## config.mk

```make
export PLATFORM = sky130hd
export DESIGN_NAME = par_relay
export DESIGN_NICKNAME = d
export VERILOG_FILES = /design/src/par_pkg.sv /design/src/par_relay.sv
export SDC_FILE = /design/constraint.sdc
export NUM_CORES = 1
export LEC_CHECK = 0
export ABC_AREA = 0
export BUFFER_PORTS_ARGS = -buffer_cell sky130_fd_sc_hd__buf_2
export CAP_MARGIN = 20
export CELL_PAD_IN_SITES_DETAIL_PLACEMENT = 1
export CELL_PAD_IN_SITES_GLOBAL_PLACEMENT = 2
export CORE_ASPECT_RATIO = 0.8
export CORE_MARGIN = 1.5
export CORE_UTILIZATION = 37
export DETAILED_ROUTE_END_ITERATION = 6
export PLACE_DENSITY = 0.92
export SYNTH_ARGS = -nofsm -noshare
export SYNTH_HDL_FRONTEND = slang
export SYNTH_SLANG_ARGS = --single-unit
```

## constraint.sdc

```tcl
create_clock -name i_core_clk -period 4.9 [get_ports i_core_clk]
set_clock_uncertainty 0.05 [all_clocks]
set_input_delay 0.49 -clock i_core_clk [delete_from_list [all_inputs] [get_ports i_core_clk]]
set_output_delay 0.49 -clock i_core_clk [all_outputs]
set_load 0.02 [all_outputs]
```

## src/par_pkg.sv

```systemverilog
package par_pkg;

   // APB register offsets (one word per register, channel B at +0x20)
   localparam logic [7:0] REG_CTRL_A     = 8'h00;
   localparam logic [7:0] REG_HIGH_A     = 8'h04;
   localparam logic [7:0] REG_LOW_A      = 8'h08;
   localparam logic [7:0] REG_BAND_A     = 8'h0C;
   localparam logic [7:0] REG_PULSE_A    = 8'h10;
   localparam logic [7:0] CHAN_STRIDE    = 8'h20;
   localparam logic [7:0] REG_TEMP       = 8'h40;
   localparam logic [7:0] REG_STATUS     = 8'h44;
   localparam logic [7:0] REG_IRQ_STAT   = 8'h48;
   localparam logic [7:0] REG_IRQ_MASK   = 8'h4C;

   // Control and limit register field positions
   localparam int CTRL_FUNC_LSB          = 0;
   localparam int CTRL_ONE_SHOT_BIT      = 4;
   localparam int CTRL_SUPPRESS_BIT      = 5;
   localparam int CTRL_OPEN_ON_TRIP_BIT  = 6;
   localparam int LIMIT_ON_BIT           = 16;

   // Relay function codes
   localparam logic [2:0] FUNC_OFF          = 3'h0;
   localparam logic [2:0] FUNC_PROCESS_TRIP = 3'h1;

   // Reset values and clamp limits; temperatures and band in tenths of a degree
   localparam logic [15:0] BAND_RESET    = 16'h0003;
   localparam logic [15:0] BAND_MIN      = 16'h0001;
   localparam logic [15:0] BAND_MAX      = 16'h03E8;
   localparam logic [6:0]  PULSE_RESET   = 7'h05;
   localparam logic [6:0]  PULSE_MIN     = 7'h01;
   localparam logic [6:0]  PULSE_MAX     = 7'h64;

   // Time base
   localparam int CLK_HZ                 = 10_000_000;
   localparam int SECOND_S               = 1;
   localparam int SECOND_CYCLES          = CLK_HZ * SECOND_S;

endpackage : par_pkg

```

## src/par_relay.sv

```systemverilog
// Function
// Action, suppression, limits, band and pulse length act only when the relay function is process trip; code updates armed in every function.
// In one-shot action a rising trip condition drives the relay active for one pulse of the programmed length.
// In follow action the relay is active exactly while the trip condition holds.
// With suppression on and the low limit enabled, the relay stays inactive until temperature exceeds low limit plus band; code gates only the low trip.
// Once temperature has exceeded low limit plus band, suppression is cancelled for good.
// High trip sets above the high limit and clears only below high limit minus band.
// Low trip sets below the low limit and clears only above low limit plus band.
// Either limit may be switched off, and that side is then ignored.
// Software keeps the low limit below the high limit, otherwise the relay stays active.
// Two independent channels, each with its own settings and relay.
// Pulse length is whole seconds from 1 to 100 and times the one-shot output.
// Close-on-trip contact is open while inactive; open-on-trip contact is closed while inactive.
// Band is 0.1 to 100.0 degrees with 0.3 after reset.
// Pulse length defaults to 5 seconds within 1 to 100.
// The channel trip is the OR of high and low trips, and a one-shot fires on its rising edge.
//
// Chosen here: register access over APB and the register addresses.
`timescale 1ns/10ps
`default_nettype none

module par_relay #(
   parameter int SECOND_CYCLES = par_pkg::SECOND_CYCLES
) (
   input  wire logic        i_core_clk,
   input  wire logic        i_reset_n,
   input  wire logic        i_psel,
   input  wire logic        i_penable,
   input  wire logic        i_pwrite,
   input  wire logic [7:0]  i_paddr,
   input  wire logic [31:0] i_pwdata,
   output logic      [31:0] o_prdata,
   output logic             o_pready,
   output logic             o_pslverr,
   input  wire logic [15:0] i_measured_temp,
   output logic      [1:0]  o_relay_contact,
   output logic             o_irq
);

   // Refuse a rate that the 24-bit second counter cannot time
   if (SECOND_CYCLES < 2 || SECOND_CYCLES > (1 << 24)) begin : g_bad_rate
      $error("SECOND_CYCLES must be 2 to 16777216");
   end

   localparam int NCH = 2;

   typedef enum logic [2:0] {
      PAR_IDLE  = 3'b001,
      PAR_PULSE = 3'b010,
      PAR_WAIT  = 3'b100
   } par_shot_t;

   // Configuration per channel
   logic [2:0]  func      [NCH];
   logic        one_shot  [NCH];
   logic        suppress  [NCH];
   logic        open_trip [NCH];
   logic [15:0] high_lim  [NCH];
   logic        high_on   [NCH];
   logic [15:0] low_lim   [NCH];
   logic        low_on    [NCH];
   logic [15:0] band      [NCH];
   logic [6:0]  pulse_len [NCH];
   logic [3:0]  irq_stat;
   logic [3:0]  irq_mask;
   logic [31:0] prdata;

   logic [2:0]  next_func      [NCH];
   logic        next_one_shot  [NCH];
   logic        next_suppress  [NCH];
   logic        next_open_trip [NCH];
   logic [15:0] next_high_lim  [NCH];
   logic        next_high_on   [NCH];
   logic [15:0] next_low_lim   [NCH];
   logic        next_low_on    [NCH];
   logic [15:0] next_band      [NCH];
   logic [6:0]  next_pulse_len [NCH];
   logic [3:0]  next_irq_stat;
   logic [3:0]  next_irq_mask;
   logic [31:0] next_prdata;

   // Trip state per channel
   logic        high_trip  [NCH];
   logic        low_trip   [NCH];
   logic        armed      [NCH];
   logic        active     [NCH];
   par_shot_t   shot       [NCH];
   logic [6:0]  secs       [NCH];
   logic [1:0]  contact;

   logic        next_high_trip [NCH];
   logic        next_low_trip  [NCH];
   logic        next_armed     [NCH];
   logic        next_active    [NCH];
   par_shot_t   next_shot      [NCH];
   logic [6:0]  next_secs      [NCH];
   logic [1:0]  next_contact;

   logic [23:0] tick_cnt;
   logic [23:0] next_tick_cnt;
   logic        tick;

   logic        wr;
   logic        rd;
   logic [3:0]  events;

   function automatic logic [15:0] clamp_band(input logic [15:0] v);
      if (v < par_pkg::BAND_MIN) return par_pkg::BAND_MIN;
      if (v > par_pkg::BAND_MAX) return par_pkg::BAND_MAX;
      return v;
   endfunction

   function automatic logic [6:0] clamp_pulse(input logic [6:0] v);
      if (v < par_pkg::PULSE_MIN) return par_pkg::PULSE_MIN;
      if (v > par_pkg::PULSE_MAX) return par_pkg::PULSE_MAX;
      return v;
   endfunction

   assign wr        = i_psel && i_penable && i_pwrite;
   assign rd        = i_psel && !i_penable && !i_pwrite;
   assign o_pready  = 1'b1;
   assign o_pslverr = 1'b0;
   assign o_prdata  = prdata;
   assign tick      = (tick_cnt == 24'(SECOND_CYCLES - 1));

   // One-second enable
   always_comb begin
      next_tick_cnt = tick ? 24'h000000 : tick_cnt + 24'h000001;
   end

   always_ff @(posedge i_core_clk) begin
      if (!i_reset_n) begin
         tick_cnt <= 24'h000000;
      end else begin
         tick_cnt <= next_tick_cnt;
      end
   end

   // Register file and read mux
   always_comb begin
      logic [7:0] a;
      a             = 8'h00;
      next_irq_stat = irq_stat | events;
      next_irq_mask = irq_mask;
      next_prdata   = prdata;
      for (int c = 0; c < NCH; c++) begin
         next_func[c]      = func[c];
         next_one_shot[c]  = one_shot[c];
         next_suppress[c]  = suppress[c];
         next_open_trip[c] = open_trip[c];
         next_high_lim[c]  = high_lim[c];
         next_high_on[c]   = high_on[c];
         next_low_lim[c]   = low_lim[c];
         next_low_on[c]    = low_on[c];
         next_band[c]      = band[c];
         next_pulse_len[c] = pulse_len[c];
         a = i_paddr - 8'(c * par_pkg::CHAN_STRIDE);
         if (wr) begin
            if (a == par_pkg::REG_CTRL_A) begin
               next_func[c]      = i_pwdata[par_pkg::CTRL_FUNC_LSB +: 3];
               next_one_shot[c]  = i_pwdata[par_pkg::CTRL_ONE_SHOT_BIT];
               next_suppress[c]  = i_pwdata[par_pkg::CTRL_SUPPRESS_BIT];
               next_open_trip[c] = i_pwdata[par_pkg::CTRL_OPEN_ON_TRIP_BIT];
            end else if (a == par_pkg::REG_HIGH_A) begin
               next_high_lim[c]  = i_pwdata[15:0];
               next_high_on[c]   = i_pwdata[par_pkg::LIMIT_ON_BIT];
            end else if (a == par_pkg::REG_LOW_A) begin
               next_low_lim[c]   = i_pwdata[15:0];
               next_low_on[c]    = i_pwdata[par_pkg::LIMIT_ON_BIT];
            end else if (a == par_pkg::REG_BAND_A) begin
               next_band[c]      = clamp_band(i_pwdata[15:0]);
            end else if (a == par_pkg::REG_PULSE_A) begin
               next_pulse_len[c] = clamp_pulse(i_pwdata[6:0]);
            end
         end
         if (rd) begin
            if (a == par_pkg::REG_CTRL_A) begin
               next_prdata = {25'h0, open_trip[c], suppress[c], one_shot[c], 1'b0, func[c]};
            end else if (a == par_pkg::REG_HIGH_A) begin
               next_prdata = {15'h0, high_on[c], high_lim[c]};
            end else if (a == par_pkg::REG_LOW_A) begin
               next_prdata = {15'h0, low_on[c], low_lim[c]};
            end else if (a == par_pkg::REG_BAND_A) begin
               next_prdata = {16'h0, band[c]};
            end else if (a == par_pkg::REG_PULSE_A) begin
               next_prdata = {25'h0, pulse_len[c]};
            end
         end
      end
      if (rd) begin
         if (i_paddr == par_pkg::REG_TEMP) begin
            next_prdata = {16'h0, i_measured_temp};
         end else if (i_paddr == par_pkg::REG_STATUS) begin
            next_prdata = {22'h0, contact, armed[1], armed[0], low_trip[1], low_trip[0],
                           high_trip[1], high_trip[0], active[1], active[0]};
         end else if (i_paddr == par_pkg::REG_IRQ_STAT) begin
            next_prdata = {28'h0, irq_stat};
         end else if (i_paddr == par_pkg::REG_IRQ_MASK) begin
            next_prdata = {28'h0, irq_mask};
         end else if (i_paddr[7:6] != 2'b00) begin
            next_prdata = 32'h00000000;
         end
      end
      if (wr && i_paddr == par_pkg::REG_IRQ_MASK) begin
         next_irq_mask = i_pwdata[3:0];
      end
      // Set wins over write-one-to-clear
      if (wr && i_paddr == par_pkg::REG_IRQ_STAT) begin
         next_irq_stat = (irq_stat & ~i_pwdata[3:0]) | events;
      end
   end

   always_ff @(posedge i_core_clk) begin
      if (!i_reset_n) begin
         irq_stat <= 4'h0;
         irq_mask <= 4'h0;
         prdata   <= 32'h00000000;
         for (int c = 0; c < NCH; c++) begin
            func[c]      <= par_pkg::FUNC_OFF;
            one_shot[c]  <= 1'b0;
            suppress[c]  <= 1'b0;
            open_trip[c] <= 1'b0;
            high_lim[c]  <= 16'h0000;
            high_on[c]   <= 1'b0;
            low_lim[c]   <= 16'h0000;
            low_on[c]    <= 1'b0;
            band[c]      <= par_pkg::BAND_RESET;
            pulse_len[c] <= par_pkg::PULSE_RESET;
         end
      end else begin
         irq_stat <= next_irq_stat;
         irq_mask <= next_irq_mask;
         prdata   <= next_prdata;
         for (int c = 0; c < NCH; c++) begin
            func[c]      <= next_func[c];
            one_shot[c]  <= next_one_shot[c];
            suppress[c]  <= next_suppress[c];
            open_trip[c] <= next_open_trip[c];
            high_lim[c]  <= next_high_lim[c];
            high_on[c]   <= next_high_on[c];
            low_lim[c]   <= next_low_lim[c];
            low_on[c]    <= next_low_on[c];
            band[c]      <= next_band[c];
            pulse_len[c] <= next_pulse_len[c];
         end
      end
   end

   assign o_irq = |(irq_stat & irq_mask);

   // Trip logic, one copy per channel
   always_comb begin
      logic [16:0] t;
      logic [16:0] hi_clr;
      logic [16:0] lo_clr;
      logic        en;
      logic        trip;
      logic        was;
      t            = {1'b0, i_measured_temp};
      hi_clr       = 17'h00000;
      lo_clr       = 17'h00000;
      en           = 1'b0;
      trip         = 1'b0;
      was          = 1'b0;
      events       = 4'h0;
      next_contact = contact;
      for (int c = 0; c < NCH; c++) begin
         en     = (func[c] == par_pkg::FUNC_PROCESS_TRIP);
         hi_clr = {1'b0, high_lim[c]} - {1'b0, band[c]};
         lo_clr = {1'b0, low_lim[c]} + {1'b0, band[c]};
         next_high_trip[c] = high_trip[c];
         next_low_trip[c]  = low_trip[c];
         if (!en || !high_on[c]) begin
            next_high_trip[c] = 1'b0;
         end else if (t > {1'b0, high_lim[c]}) begin
            next_high_trip[c] = 1'b1;
         end else if (!hi_clr[16] && t < hi_clr) begin
            next_high_trip[c] = 1'b0;
         end
         if (!en || !low_on[c]) begin
            next_low_trip[c] = 1'b0;
         end else if (t < {1'b0, low_lim[c]}) begin
            next_low_trip[c] = 1'b1;
         end else if (t > lo_clr) begin
            next_low_trip[c] = 1'b0;
         end
         next_armed[c] = armed[c] || (t > lo_clr);
         trip = high_trip[c] || (low_trip[c] && !(suppress[c] && low_on[c] && !armed[c]));
         was  = active[c];
         next_shot[c]   = shot[c];
         next_secs[c]   = secs[c];
         next_active[c] = 1'b0;
         if (!en) begin
            next_shot[c] = PAR_IDLE;
         end else if (!one_shot[c]) begin
            next_active[c] = trip;
            next_shot[c]   = trip ? PAR_WAIT : PAR_IDLE;
         end else begin
            case (shot[c])
               PAR_IDLE: begin
                  if (trip) begin
                     next_shot[c]   = PAR_PULSE;
                     next_secs[c]   = pulse_len[c];
                     next_active[c] = 1'b1;
                  end
               end
               PAR_PULSE: begin
                  next_active[c] = 1'b1;
                  if (tick) begin
                     next_secs[c] = secs[c] - 7'h01;
                     if (secs[c] == 7'h01) begin
                        next_shot[c]   = PAR_WAIT;
                        next_active[c] = 1'b0;
                     end
                  end
               end
               PAR_WAIT: begin
                  if (!trip) begin
                     next_shot[c] = PAR_IDLE;
                  end
               end
               default: next_shot[c] = PAR_IDLE;
            endcase
         end
         next_contact[c] = next_active[c] ^ open_trip[c];
         events[c]       = next_active[c] && !was;
         events[c + 2]   = !next_active[c] && was;
      end
   end

   always_ff @(posedge i_core_clk) begin
      if (!i_reset_n) begin
         contact <= 2'b00;
         for (int c = 0; c < NCH; c++) begin
            high_trip[c] <= 1'b0;
            low_trip[c]  <= 1'b0;
            armed[c]     <= 1'b0;
            active[c]    <= 1'b0;
            shot[c]      <= PAR_IDLE;
            secs[c]      <= 7'h00;
         end
      end else begin
         contact <= next_contact;
         for (int c = 0; c < NCH; c++) begin
            high_trip[c] <= next_high_trip[c];
            low_trip[c]  <= next_low_trip[c];
            armed[c]     <= next_armed[c];
            active[c]    <= next_active[c];
            shot[c]      <= next_shot[c];
            secs[c]      <= next_secs[c];
         end
      end
   end

   assign o_relay_contact = contact;

endmodule : par_relay
`default_nettype wire

```

**After elaboration in Yosys (flattened, before gate mapping)**

Memories as Yosys holds them, arrays and structs flattened.
Cells that the tools add are included.

- Flip-flop bits (word level): 66
- Memory bits (writable): 154
- Bits of input ports: 61
- Output and inout port bits: 37
- Memories kept: 16

- $add $sub $neg: 8
- $lt $le $gt $ge: 12
- Equal/unequal tests: 23
- Muxes and demuxes: 233
- Bitwise logic cells: 40
- Reduce and logical (&&, ||, !) cells: 49

Memories:

| memory | words | width | rd ports | clocked after memory_dff | wr ports | RTL line | source |
|---|---|---|---|---|---|---|---|
| band | 2 | 16 | 2 | 0 | 2 | par_relay.sv:62 | `logic [15:0] band [NCH];` |
| high_lim | 2 | 16 | 2 | 0 | 2 | par_relay.sv:58 | `logic [15:0] high_lim [NCH];` |
| low_lim | 2 | 16 | 2 | 0 | 2 | par_relay.sv:60 | `logic [15:0] low_lim [NCH];` |
| pulse_len | 2 | 7 | 2 | 0 | 2 | par_relay.sv:63 | `logic [6:0] pulse_len [NCH];` |
| secs | 2 | 7 | 2 | 0 | 2 | par_relay.sv:88 | `logic [6:0] secs [NCH];` |
| func | 2 | 3 | 2 | 0 | 2 | par_relay.sv:54 | `logic [2:0] func [NCH];` |
| +10 memories | - | - | - | - | - | - |  |

Operators by type and width:

| cell | number |
|---|---|
| $mux W16 | 36 |
| $mux W32 | 18 |
| $mux W7 | 30 |
| $mux W1 | 120 |
| $mux W3 | 22 |
| $add A16 B16 Y17 | 2 |
| $gt A16 B17 Y1 | 2 |
| $lt A16 B17 Y1 | 2 |
| $sub A16 B16 Y17 | 2 |
| $eq A8 B4 Y1 const B | 4 |
| $eq A8 B7 Y1 const B | 4 |
| $gt A16 B16 Y1 | 2 |
| $lt A16 B16 Y1 | 2 |
| $or A1 B1 Y1 | 32 |
| $pmux W7 S2 | 2 |
| $add A24 B1 Y24 const B | 1 |
| $eq A24 B24 Y1 const B | 1 |
| $logic_and A1 B1 Y1 | 18 |
| $logic_not A1 Y1 | 18 |
| $pmux W3 S3 | 2 |
| $eq A8 B3 Y1 const B | 2 |
| $eq A8 B5 Y1 const B | 2 |
| $gt A16 B10 Y1 const B | 1 |
| $logic_not A8 Y1 | 2 |
| 20 further kinds | 38 |

**Depth between registers and ports, before layout**

Gate-level depths: netlist of the first run.

- Depth in word-level cells: 24
- Gate-level depth with buffers: 18

**Worst setup path after synthesis of the first run**

Ideal clock, no wire load.

- Path kind: register to register
- From: mem low_lim[1][0] (netlist: low_lim[0][16])
- To: mem low_trip[1][0] (netlist: low_trip[0][1])
- Setup time: 0.132 ns
- Data arrival time: 3.259 ns
- Data required time: 4.718 ns
- Setup slack: 1.459 ns
- Cell stages (with the launch flop): 18
- Path through: dfxtp_1 ha_1 fa_1 a211o_1 a21oi_1 o21ai_1 a41oi_1 a21oi_1 nor3_1 a311oi_1 ha_1 nand2_1 nor3_1 o31ai_1 nand2_1 nor3_1 a311oi_1 o22ai_1

RTL lines:

| element | RTL line | source |
|---|---|---|
| from (decl) | par_relay.sv:60 |  |
| to (decl) | par_relay.sv:84 | `logic low_trip [NCH];` |

==> results.md, run 1 <==
* Outcome: finished clean
* Critical Path Start Type: register
* DRT Wirelength at 63970 um
* Gate power share at 9.9%
* Clk buf depth at 3
* Seq/Total Area, Yosys at 26.48%
* Final hold vios at 0
* Internal power at 3177 uW
* Global Route Usage Sum at 27.31%
* Worst-Margin Slew at 1.145 ns
* Die extent in y at 192.6 um
* Per-cell routed wire length at 22.84 um
* Async set or reset register ratio after synthesis at 0%
* CTS-repair resized insts at 0
* Top post-synthesis cells by area: dfxtp_1 26%, ha_1 15%, nand2_1 5.7%, a21oi_1 4.9%, o21ai_0 3.5%
* Detail Route Antenna Nets at 0
* CTS tree: yes
* Ports at 98
* PD cells at 232.9 mW/mm^2
* Nets at 2439
* Overall power consumption at 4307 uW
* Placed Area at 0.01761 sq mm
* Clk pin slew, worst setup/hold paths at 0.06 ns
* FF+latch count, synth at 220
* Die area at 0.04624 sq mm
* Crit path arrival time at 4.48 ns
* First-pass GRT wire length at 97740 um
* Sum Neg Setup Slack at 0 ns
* Largest net degree at the start of global routing at 76
* Rows at 69
* # clock sinks at 220
* Synth Area per Inst at 7.771 sq um
* CTS Buf Count at 26
* Peak VDD IR at 0.2497 mV
* Total number of vias at 16.58k
* Syn Nets at 2399
* Switching Fraction at 26.23%
* Setup Fix Bufs, Post-CTS at 0
* Synth-to-Final Area Change at 11.22%
* Max-slew headroom at the worst pin at 23.36%
* Post-DP HPWL at 49530 um
* Critical path endpoint category: register
* Yosys top cell by area: dfxtp_1
* Root Buffer: clkbuf_16
* Final period util at 83.67%
* Yosys top cell area share at 26.48%
* Drt pass-1 iters at 5
* Level count of the clock H-tree at 1
* Fraction of layout cells with a size suffix above 1 at 7.738%
* Sw power at 1130 uW
* Final Util at 41.68%
* Routability cong. at 0.9278
* Max FO, Critical Path at 4
* # hold bufs at CTS at 0
* Post-synth top flop: dfxtp_1
* Critical Path RT at 5.28 ns
* Vias in the first global route at 16.82k
* Initial Util at 37.48%
* Initial antenna violation count at 2
* CORE AREA at 0.04438 sq mm
* Post-Syn Area at 0.01663 sq mm
* Die span in x at 240.0 um
* Worst setup path class: register to register
* Post-route DRC at 0
* Synth warnings at 0
* EDFF count, synth at 0
* GRT overflow at 0
* Syn Inst Count at 2140
* RSZ-0062 raised after global routing: false
* Max Slew Vio Count at 0
* LEAKAGE at 0.007508 uW
* Library cells used by synthesis at 83
* Power share of the clock group at 48.0%
* IO buf count at 80
* Hold Path Class: primary input to register
* Post-layout min period at 4.100 ns
* # setup viols final at 0
* Max Clk Rate at 243.9 MHz
* Seq pwr share at 42.1%
* Clk Latency, worst-skew pair at 0.56 ns
* DR iter-0 viols at 1231
* Final instance area at 0.01850 sq mm
* Via density at 5.918
* Max cap viols at 0
-- state kept, by name, indices dropped and copies added (netlist names), 4 cells and up --
name,flops
band,32
func,6
high_lim,32
irq_mask,4
irq_stat,4
low_lim,32
o_prdata,32
pulse_len,14
secs,14
shot,6
tick_cnt,24
-- critical path, stage by stage, from the launching register on --
cell and delay [ns]:
dfxtp_1 0.34, ha_1 0.25, fa_1 0.44, a211o_1 0.28, a21oi_1 0.20, o21ai_1 0.13, a41oi_1 0.35, a21oi_1 0.19
nor3_1 0.20, a311oi_1 0.09, ha_1 0.32, nand2_1 0.09, nor3_1 0.28, o31ai_1 0.12, nand2_1 0.08, nor3_1 0.05
a311oi_1 0.39, o22ai_1 0.12
-- logic make-up after synthesis --
kind of cell,after synthesis,synth area share [%]
other,2,0.04516
and+or+nand+nor,756,22.50
xor gates and xnor gates,64,3.370
muxes,40,2.490
adders and majority gates,198,15.08
buffers and inverters,227,5.319
DFF,220,26.48
AOI/OAI and AO/OA,633,24.71
-- power groups by stage --
stage	registers [uW]	clock network, uW	logic [uW]
2_1_floorplan	1850	0	235
3_3_place_gp	1850	0	401
3_5_place_dp	1850	0	414
4_1_cts	1810	2090	418
5_1_grt	1810	2170	459
6_report	1810	2070	428
-- worst paths after layout --
check | start | endpoint | slack [ns] | cells past startpoint
setup / recovery | low_lim[0][16]$_SDFFE_PN0P_ | low_trip[0][1]$_SDFF_PP0_ | 0.80 | 17
hold reg to reg | o_prdata[18]$_SDFF_PN0_ | o_prdata[18]$_SDFF_PN0_ | 0.41 | 1
hold / removal | i_pwdata[13] | high_lim[0][29]$_SDFFE_PN0P_ | 0.20 | 3
setup reg to reg | low_lim[0][16]$_SDFFE_PN0P_ | low_trip[0][1]$_SDFF_PP0_ | 0.80 | 17
-- Yosys cell counts, drive strengths merged (6+ instances only) --
master   count
a21boi      69
o22ai       14
nor2       155
a311oi       7
nor3        43
a211oi      15
o211ai      18
a21o        47
a21oi      162
xor2        35
nor3b       10
or2          6
and2        55
o21bai       8
nand2      254
o21a        30
nand4       29
mux2i       38
o21ai      141
a31oi       14
inv        135
a211o        8
dfxtp      220
nand2b      29
or4          8
o32ai       12
ha         194
buf         23
nor4        12
a22oi       14
nand3       44
a22o         6
o2111ai      7
nor2b       52
clkbuf      69
a41oi        6
and3        28
a2111oi      7
xnor2       29
a221oi       8
or3         14
-- metal layers --
layer	routed length [um]	vias to the layer above	global-route usage [%]
met5	10	-	0
li1	-	7750	-
met1	29660	8233	37.54
met3	4236	116	4.820
met4	1817	2	7.813
met2	28250	474	43.63
-- through the flow --
step | setup WS, ns | hold WS (ns) | instances
6_report | 0.8002 | 0.1977 | 2801
5_1_grt | 0.4854 | 0.1933 | 2800
4_1_cts | 0.8070 | 0.1728 | 2800
3_5_place_dp | 0.7926 | 0.3881 | 2755
3_3_place_gp | 0.9531 | 0.3873 | 2754
2_1_floorplan | 1.459 | 0.3797 | 2140
-- cell type report --
cell class,instances,area [sq um]
antenna,1,2.502
clock buffer,35,724.4
clock inverter,10,163.9
fill,5439,25880
inverter,135,506.7
multi-input combinational,1693,11350
sequential,220,4404
tap,603,754.5
timing repair buffer,104,586.8
-- layout by cell type (no fill, tap or decap), types with 15 or more instances in the layout --
cell / instances
xor2_1: 35
a21oi_1: 162
nor2b_1: 52
nand2b_1: 29
nor2_1: 154
and3_1: 28
o211ai_1: 18
xnor2_1: 29
a211oi_1: 15
o21ai_1: 24
a21boi_1: 62
o21a_1: 30
o21ai_0: 116
dfxtp_1: 220
inv_1: 134
nor3_1: 39
clkbuf_16: 26
buf_2: 79
ha_1: 194
nand3_1: 44
nand4_1: 29
a21o_1: 47
and2_1: 54
mux2i_1: 38
buf_4: 24
nand2_1: 254
(Power assumes the default switching activity.)
==> inputs of run 2 (changes only) <==
--- a/config.mk
+++ b/config.mk
@@ -12,9 +12,9 @@
 export CELL_PAD_IN_SITES_GLOBAL_PLACEMENT = 2
 export CORE_ASPECT_RATIO = 0.8
 export CORE_MARGIN = 1.5
-export CORE_UTILIZATION = 37
+export CORE_UTILIZATION = 34
 export DETAILED_ROUTE_END_ITERATION = 6
-export PLACE_DENSITY = 0.92
+export PLACE_DENSITY = 0.89
 export SYNTH_ARGS = -nofsm -noshare
 export SYNTH_HDL_FRONTEND = slang
 export SYNTH_SLANG_ARGS = --single-unit
==> constraint.sdc (replaced) <==
create_clock -name i_core_clk -period 3.3 [get_ports i_core_clk]
set_clock_uncertainty 0.05 [all_clocks]
set_input_delay 0.33 -clock i_core_clk [delete_from_list [all_inputs] [get_ports i_core_clk]]
set_output_delay 0.33 -clock i_core_clk [all_outputs]
set_load 0.02 [all_outputs]
==> run 2 against run 1 <==
  * The flow now finishes with violations (setup timing)
  * Sequential cell count is the same
  * Combinational power grew 58%
  * Critical endpoint is now armed[0][0]$_SDFF_PN0_
  * Largest power group unchanged
  * Sequential power grew 49%
  * Sequential share of layout area shrank 1.7 points
  * Clock-buffer cell count grew 2
  * Cell area grew 8.0%
  * Worst hold slack lost 0.17 ns
  * Critical path depth shrank 1
==> results.md, run 2 (synthesis gave the netlist of run 1 again) <==
* Post-layout min period at 3.554 ns (-0.5457 ns)
* DRT Wirelength at 68400 um (+6.9%)
* Filler instances at 5870 (+7.9%)
* Initial Util at 34.44% (-3.0 points)
* Reg area at 0.004415 sq mm (+0.26%)
* Internal power at 4489 uW (+41%)
* Most common cell after layout, fill and taps aside: nand2_1
* Global Route Usage Sum at 26.51% (-0.80 points)
* Ports at 98 (unchanged)
* Max Clk Rate at 281.4 MHz (+15%)
* Detail Route Antenna Nets at 0 (unchanged)
* Clk Latency, worst-skew pair at 0.57 ns (about the same)
* Max FO, Critical Path at 3 (-1)
* Die area at 0.05026 sq mm (+8.7%)
* Nets at 2592 (+6.3%)
* Failing checks: setup timing
* # setup viols final at 5 (+5)
* Drt pass-1 iters at 5 (unchanged)
* Vias in the first global route at 17.81k (+5.9%)
* Critical Path RT at 3.69 ns (-1.59 ns)
* IO buf count at 80 (unchanged)
* GRT overflow at 0 (unchanged)
* Level count of the clock H-tree at 1 (unchanged)
* WL met3 at 4642 um (+9.6%)
* # hold bufs at CTS at 0 (unchanged)
* Post-route DRC at 0 (unchanged)
* Die span in x at 250.3 um (+4.3%)
* Cells after DPL at 2914 (+5.8%)
* CTS Buf Count at 26 (unchanged)
* Final period util at 107.7% (+24 points)
* DR top layer: met4
* Max cap viols at 0 (unchanged)
* RSZ-0062 raised after global routing: true
* Per-cell routed wire length at 22.97 um (+0.56%)
* Commonest non-fill, non-tap cells in the layout: 252 x nand2_1, 213 x dfxtp_1, 188 x ha_1, 175 x buf_4, 154 x nor2_1
* Peak VDD IR at 0.3211 mV (+29%)
* First-pass GRT wire length at 104600 um (+7.0%)
* Post-DP HPWL at 53320 um (+7.7%)
* Power share of the clock group at 45.5% (-2.5 points)
* Worst setup path class: register to register
* Seq pwr share at 43.5% (+1.4 points)
* Clk buf depth at 3 (unchanged)
* Initial antenna violation count at 1 (-1)
* Number of antenna diodes at 0 (-1)
* LEAKAGE at 0.008292 uW (+10%)
* Rows at 72 (+4.3%)
* Setup slack after layout at -0.2541 ns (-1.054 ns)
* Setup WS pre-CTS at -0.4347 ns (-1.227 ns)
* Fraction of layout cells with a size suffix above 1 at 16.65% (+8.9 points)
* Critical path endpoint category: register
* Sw power at 1693 uW (+50%)
* Max Slew Vio Count at 0 (unchanged)
* Met2 Wirelength at 30150 um (+6.7%)
* Hold Path Class: primary input to register
* Root Buffer: clkbuf_16
* Max-slew headroom at the worst pin at 34.88% (+12 points)
* PD cells at 309.5 mW/mm^2 (+33%)
* Clk pin slew, worst setup/hold paths at 0.06 ns (about the same)
* CORE AREA at 0.04829 sq mm (+8.8%)
* DR iter-0 viols at 1464 (+19%)
* Largest net degree at the start of global routing at 63 (-17%)
* Via density at 5.789 (-2.2%)
* Met1 WL at 31680 um (+6.8%)
* CTS tree: yes
* Routability cong. at 0.9507 (+2.5%)
* Gate power share at 11.0% (+1.1 points)
* Die extent in y at 200.8 um (+4.2%)
* # clock sinks at 220 (unchanged)
* Critical Path Start Type: register
* Multi-input logic area at 0.01173 sq mm (+3.3%)
* Crit path arrival time at 3.95 ns (-0.53 ns)
* Final hold vios at 0 (unchanged)
* Final Util at 41.37% (-0.32 points)
* Total number of vias at 17.24k (+4.0%)
* Non-filler cells, final at 2978 (+6.3%)
* Outcome: complete, but fails checks
* Switching Fraction at 27.38% (+1.1 points)
* Worst-Margin Slew at 0.9741 ns (-0.1713 ns)
* Synth-to-Final Area Change at 20.10%
## run 2: cell types whose count changed in the layout (fill, tap and decap cells not counted), moves of 6 or more
| cell | change |
|---|---|
| dfxtp_1 | -7 |
| a21oi_2 | +13 |
| a21oi_1 | -14 |
| o21ai_2 | +6 |
| buf_4 | +151 |
| dfxtp_2 | +6 |
| ha_4 | +6 |
| o21ai_0 | -11 |
| a211oi_1 | -7 |
| ha_1 | -6 |
## run 2: repair_timing
action | 4_1_cts | 5_1_grt
pin swaps | 43 | 42
resized for setup | 54 | 37
setup buffers | 14 | 7
setup endpoints to repair | 6 | 6
## run 2: cell type report
cell class	count	area share, %
Multi-Input combinational cell	1693	58.70
Sequential cell	220	22.11
Timing Repair Buffer	257	8.726
Tap cell	629	3.940
Clock buffer	37	3.614
Inverter	135	2.537
Clock inverter	7	0.3758
## run 2: worst paths after layout
check / endpoint / from / slack (ns) / cells after the start
worst max-delay path: armed[0][0]$_SDFF_PN0_ / band[0][0]$_SDFFE_PN1P_ / -0.25 / 16
worst min-delay path: high_lim[0][30]$_SDFFE_PN0P_ / i_pwdata[14] / 0.03 / 3
worst min register to register: o_prdata[23]$_SDFF_PN0_ / o_prdata[23]$_SDFF_PN0_ / 0.40 / 1
worst max register to register: armed[0][0]$_SDFF_PN0_ / band[0][0]$_SDFFE_PN1P_ / -0.25 / 16
## run 2: power by group through the flow
stage / clock, uW / combinational [uW] / sequential (uW)
6_report: 2810 / 677 / 2690
5_1_grt: 2950 / 725 / 2690
4_1_cts: 2860 / 655 / 2690
3_5_place_dp: 0 / 643 / 2750
3_3_place_gp: 0 / 622 / 2750
2_1_floorplan: 0 / 349 / 2750
## run 2: layer usage
| layer | up-vias | track usage, % |
|---|---|---|
| met5 | - | 0 |
| li1 | 8066 | - |
| met4 | 0 | 6.732 |
| met3 | 122 | 3.488 |
| met1 | 8519 | 37.71 |
| met2 | 533 | 42.10 |
## run 2: worst max-delay path, cell delays in order, from the launching register on
cell and delay [ns]:
dfxtp_4 0.37, ha_4 0.16, fa_2 0.34, a21o_1 0.17, a21oi_2 0.16, nor2b_2 0.08
o31ai_2 0.18, buf_4 0.17, a211oi_4 0.06, nor4_1 0.23, a311oi_1 0.10, ha_1 0.32
nand4_1 0.07, or4_4 0.54, o311ai_2 0.10, a41oi_2 0.11, o21a_1 0.22
## run 2: stage by stage
step,area (sq um),setup TNS [ns],power (uW),hold slack (ns)
floorplan,16670,-0.006914,3099,0.3797
global route,19970,-1.969,6371,0.02723
detailed placement,18670,-2.097,3393,0.3923
global placement,18670,-1.199,3371,0.3882
finish,19970,-1.010,6182,0.03008
CTS,19790,-0.7716,6202,0.01210
==> inputs of run 3 (changes only) <==
--- a/config.mk
+++ b/config.mk
@@ -5,16 +5,16 @@
 export SDC_FILE = /design/constraint.sdc
 export NUM_CORES = 1
 export LEC_CHECK = 0
-export ABC_AREA = 0
 export BUFFER_PORTS_ARGS = -buffer_cell sky130_fd_sc_hd__buf_2
 export CAP_MARGIN = 20
 export CELL_PAD_IN_SITES_DETAIL_PLACEMENT = 1
 export CELL_PAD_IN_SITES_GLOBAL_PLACEMENT = 2
 export CORE_ASPECT_RATIO = 0.8
 export CORE_MARGIN = 1.5
-export CORE_UTILIZATION = 34
+export CORE_UTILIZATION = 38
+export CTS_BUF_LIST = sky130_fd_sc_hd__clkbuf_4
 export DETAILED_ROUTE_END_ITERATION = 6
-export PLACE_DENSITY = 0.89
+export PLACE_DENSITY = 0.94
 export SYNTH_ARGS = -nofsm -noshare
 export SYNTH_HDL_FRONTEND = slang
 export SYNTH_SLANG_ARGS = --single-unit
==> constraint.sdc (replaced) <==
create_clock -name i_core_clk -period 3.5 [get_ports i_core_clk]
set_clock_uncertainty 0.05 [all_clocks]
set_input_delay 0.35 -clock i_core_clk [delete_from_list [all_inputs] [get_ports i_core_clk]]
set_output_delay 0.35 -clock i_core_clk [all_outputs]
set_load 0.02 [all_outputs]
==> run 3 against run 2 <==
  * The run still ends with setup timing left
  * First-iteration DRC count fell by 6.5%
  * Worst hold slack better by 0.054 ns
  * Die area down 10%
  * Sequential share of layout area grew 0.19 points
  * Cell area is 0.91% lower
  * Non-clock buffer count shrank 25
  * Utilization is 4.5 points higher
  * Clock-buffer cell count increased by 56
  * Routed wire length decreased by 1.1%
  * Global-route usage up 3.2 points
  * Largest cell class unchanged
==> results.md, run 3 (synthesis gave the netlist of run 1 again) <==
* Overall power consumption at 5691 uW (-7.9%)
* Max Clk Rate at 277.4 MHz (-1.4%)
* Worst reg-to-reg setup slack at -0.11 ns (+0.15 ns)
* Max cap viols at 0 (unchanged)
* Nets at 2602 (+0.39%)
* Rows at 68 (-5.6%)
* Clk pin slew, worst setup/hold paths at 0.07 ns (about the same)
* First-pass GRT wire length at 104300 um (-0.24%)
* Setup WS pre-CTS at -0.3748 ns (+0.05992 ns)
* # setup viols final at 4 (-1)
* Initial antenna violation count at 2 (+1)
* Die extent in y at 190.1 um (-5.3%)
* Hold Path Class: primary input to register
* Largest net degree at the start of global routing at 119 (+89%)
* Clk buf depth at 3 (unchanged)
* Multi-input logic area at 0.01174 sq mm (+0.15%)
* Drt pass-1 iters at 6 (+1)
* DR iter-0 viols at 1369 (-6.5%)
* Most common cell after layout, fill and taps aside: nand2_1
* Detail Route Antenna Nets at 0 (unchanged)
* Synth-to-Final Area Change at 19.01%
* Final Util at 45.88% (+4.5 points)
* Worst hold slack at 0.08447 ns (+0.05439 ns)
* Final hold vios at 0 (unchanged)
* Critical path origin: low_lim[0][0]$_SDFFE_PN0P_
* Clk Latency, worst-skew pair at 0.85 ns (+0.28 ns)
* Worst-Margin Slew at 1.001 ns (+0.02684 ns)
* Final period util at 103.0% (-4.7 points)
* Commonest non-fill, non-tap cells in the layout: 253 x nand2_1, 213 x dfxtp_1, 188 x ha_1, 154 x nor2_1, 148 x a21oi_1
* Post-route DRC at 0 (unchanged)
* Via density at 5.991 (+3.5%)
* Worst R2R End: armed[0][0]$_SDFF_PN0_
* Ports at 98 (unchanged)
* Outcome: complete, but fails checks
* Critical path endpoint category: register
* Post-layout min period at 3.605 ns (+0.05118 ns)
* Max Slew Vio Count at 0 (unchanged)
* PD cells at 287.5 mW/mm^2 (-7.1%)
* LEAKAGE at 0.008230 uW (-0.74%)
* Reg area at 0.004413 sq mm (about the same)
* Vias in the first global route at 18.27k (+2.6%)
* Post-DP HPWL at 51530 um (-3.4%)
* Peak VDD IR at 0.1757 mV (-45%)
* Filler instances at 5284 (-10%)
* Cells after DPL at 2792 (-4.2%)
* IO buf count at 80 (unchanged)
* Hold depth at 3 (unchanged)
* CTS tree: yes
* RR Startpoint: low_lim[0][0]$_SDFFE_PN0P_
* Initial Util at 38.55% (+4.1 points)
* CORE AREA at 0.04314 sq mm (-11%)
* Routability cong. at 0.9727 (+2.3%)
* # clock sinks at 220 (unchanged)
* Critical Path Start Type: register
* Worst setup path class: register to register
* Critical Path Sink: armed[0][0]$_SDFF_PN0_
* GRT overflow at 0 (unchanged)
* Fraction of layout cells with a size suffix above 1 at 16.91% (+0.27 points)
* Setup slack after layout at -0.1053 ns (+0.1488 ns)
* DRT Wirelength at 67620 um (-1.1%)
* Non-filler cells, final at 2950 (-0.94%)
* Die area at 0.04504 sq mm (-10%)
* Critical Path RT at 4.13 ns (+0.44 ns)
* CTS Buf Count at 61 (+130%)
* Level count of the clock H-tree at 2 (+1)
* RSZ-0062 raised after global routing: true
* Global Route Usage Sum at 29.72% (+3.2 points)
* Max-slew headroom at the worst pin at 33.11% (-1.8 points)
* Die span in x at 236.9 um (-5.3%)
* Failing checks: setup timing
* Max FO, Critical Path at 3 (unchanged)
* Crit path arrival time at 4.24 ns (+0.29 ns)
* Per-cell routed wire length at 22.92 um (-0.20%)
* Cell depth of the worst flop-to-flop path at 16 (unchanged)
* Root Buffer: clkbuf_4
* Total number of vias at 17.67k (+2.5%)
-- run 3: cell types whose count changed in the layout (fill, tap and decap cells not counted), sizes merged --
cell,delta
clkbuf,+56
buf,-48
dlygate4sd3,+23
clkinv,+7
inv,+2
diode,+1
-- run 3: stage by stage --
step / TNS (ns) / cell area, sq um
6_report: -0.1994 / 19790
3_3_place_gp: -1.062 / 18170
4_1_cts: -0.3997 / 19520
5_1_grt: -0.9801 / 19790
2_1_floorplan: 0 / 16630
3_5_place_dp: -1.477 / 18170
-- run 3: critical path: stages (launching register included) --
cell and delay [ns]:
dfxtp_2 0.34, ha_4 0.17, fa_2 0.34, a21o_1 0.18, a21oi_2 0.17, nor2b_2 0.07
o31ai_2 0.23, buf_4 0.17, nand2b_1 0.08, xnor2_2 0.14, ha_1 0.29, and3_4 0.18
nand3_2 0.07, or4_4 0.55, o311ai_4 0.10, a41oi_2 0.09, o21a_1 0.21
-- run 3: what timing repair did --
| item | 4_1_cts | 5_1_grt |
|---|---|---|
| hold buffers | 23 | 0 |
| endpoints found under the hold margin | 103 | 0 |
| buffers inserted | 16 | 12 |
| pin swaps | 27 | 63 |
| endpoints found under the setup margin | 6 | 6 |
| resized for setup | 46 | 44 |
-- run 3: worst min-delay path by stage --
stage / start / end / slack, ns
2_1_floorplan: tick_cnt[0]$_SDFF_PP0_ / tick_cnt[0]$_SDFF_PP0_ / 0.38
3_3_place_gp: o_prdata[26]$_SDFF_PN0_ / o_prdata[26]$_SDFF_PN0_ / 0.39
3_5_place_dp: o_prdata[24]$_SDFF_PN0_ / o_prdata[24]$_SDFF_PN0_ / 0.39
4_1_cts: i_penable / o_prdata[13]$_SDFF_PN0_ / 0.03
5_1_grt: i_measured_temp[11] / o_prdata[11]$_SDFF_PN0_ / 0.07
6_report: i_measured_temp[11] / o_prdata[11]$_SDFF_PN0_ / 0.08
-- run 3: cell type report --
class                   count  share of cell area (%)
clock inverters            16                  0.4994
clock buffers              93                   3.527
inverters                 135                   2.560
diodes                      1                 0.01264
multi-input cells        1693                   59.33
well taps                 560                   3.540
repair buffers            232                   8.237
flip-flops and latches    220                   22.30
-- run 3: report_power, final --
part           switching (uW)  internal [uW]  total (uW)  leakage, uW
Clock                    1220           1280        2500     0.000476
Sequential               19.9           2520        2540      0.00177
Combinational             424            229         653      0.00598
-- run 3: per-layer routing --
layer / vias to the layer above / global-route usage, % / wire length (um)
li1: 8109 / - / -
met1: 8747 / 40.52 / 30520
met2: 661 / 46.79 / 29710
met3: 154 / 5.427 / 5176
met4: 2 / 10.77 / 2197
met5: - / 0 / 13
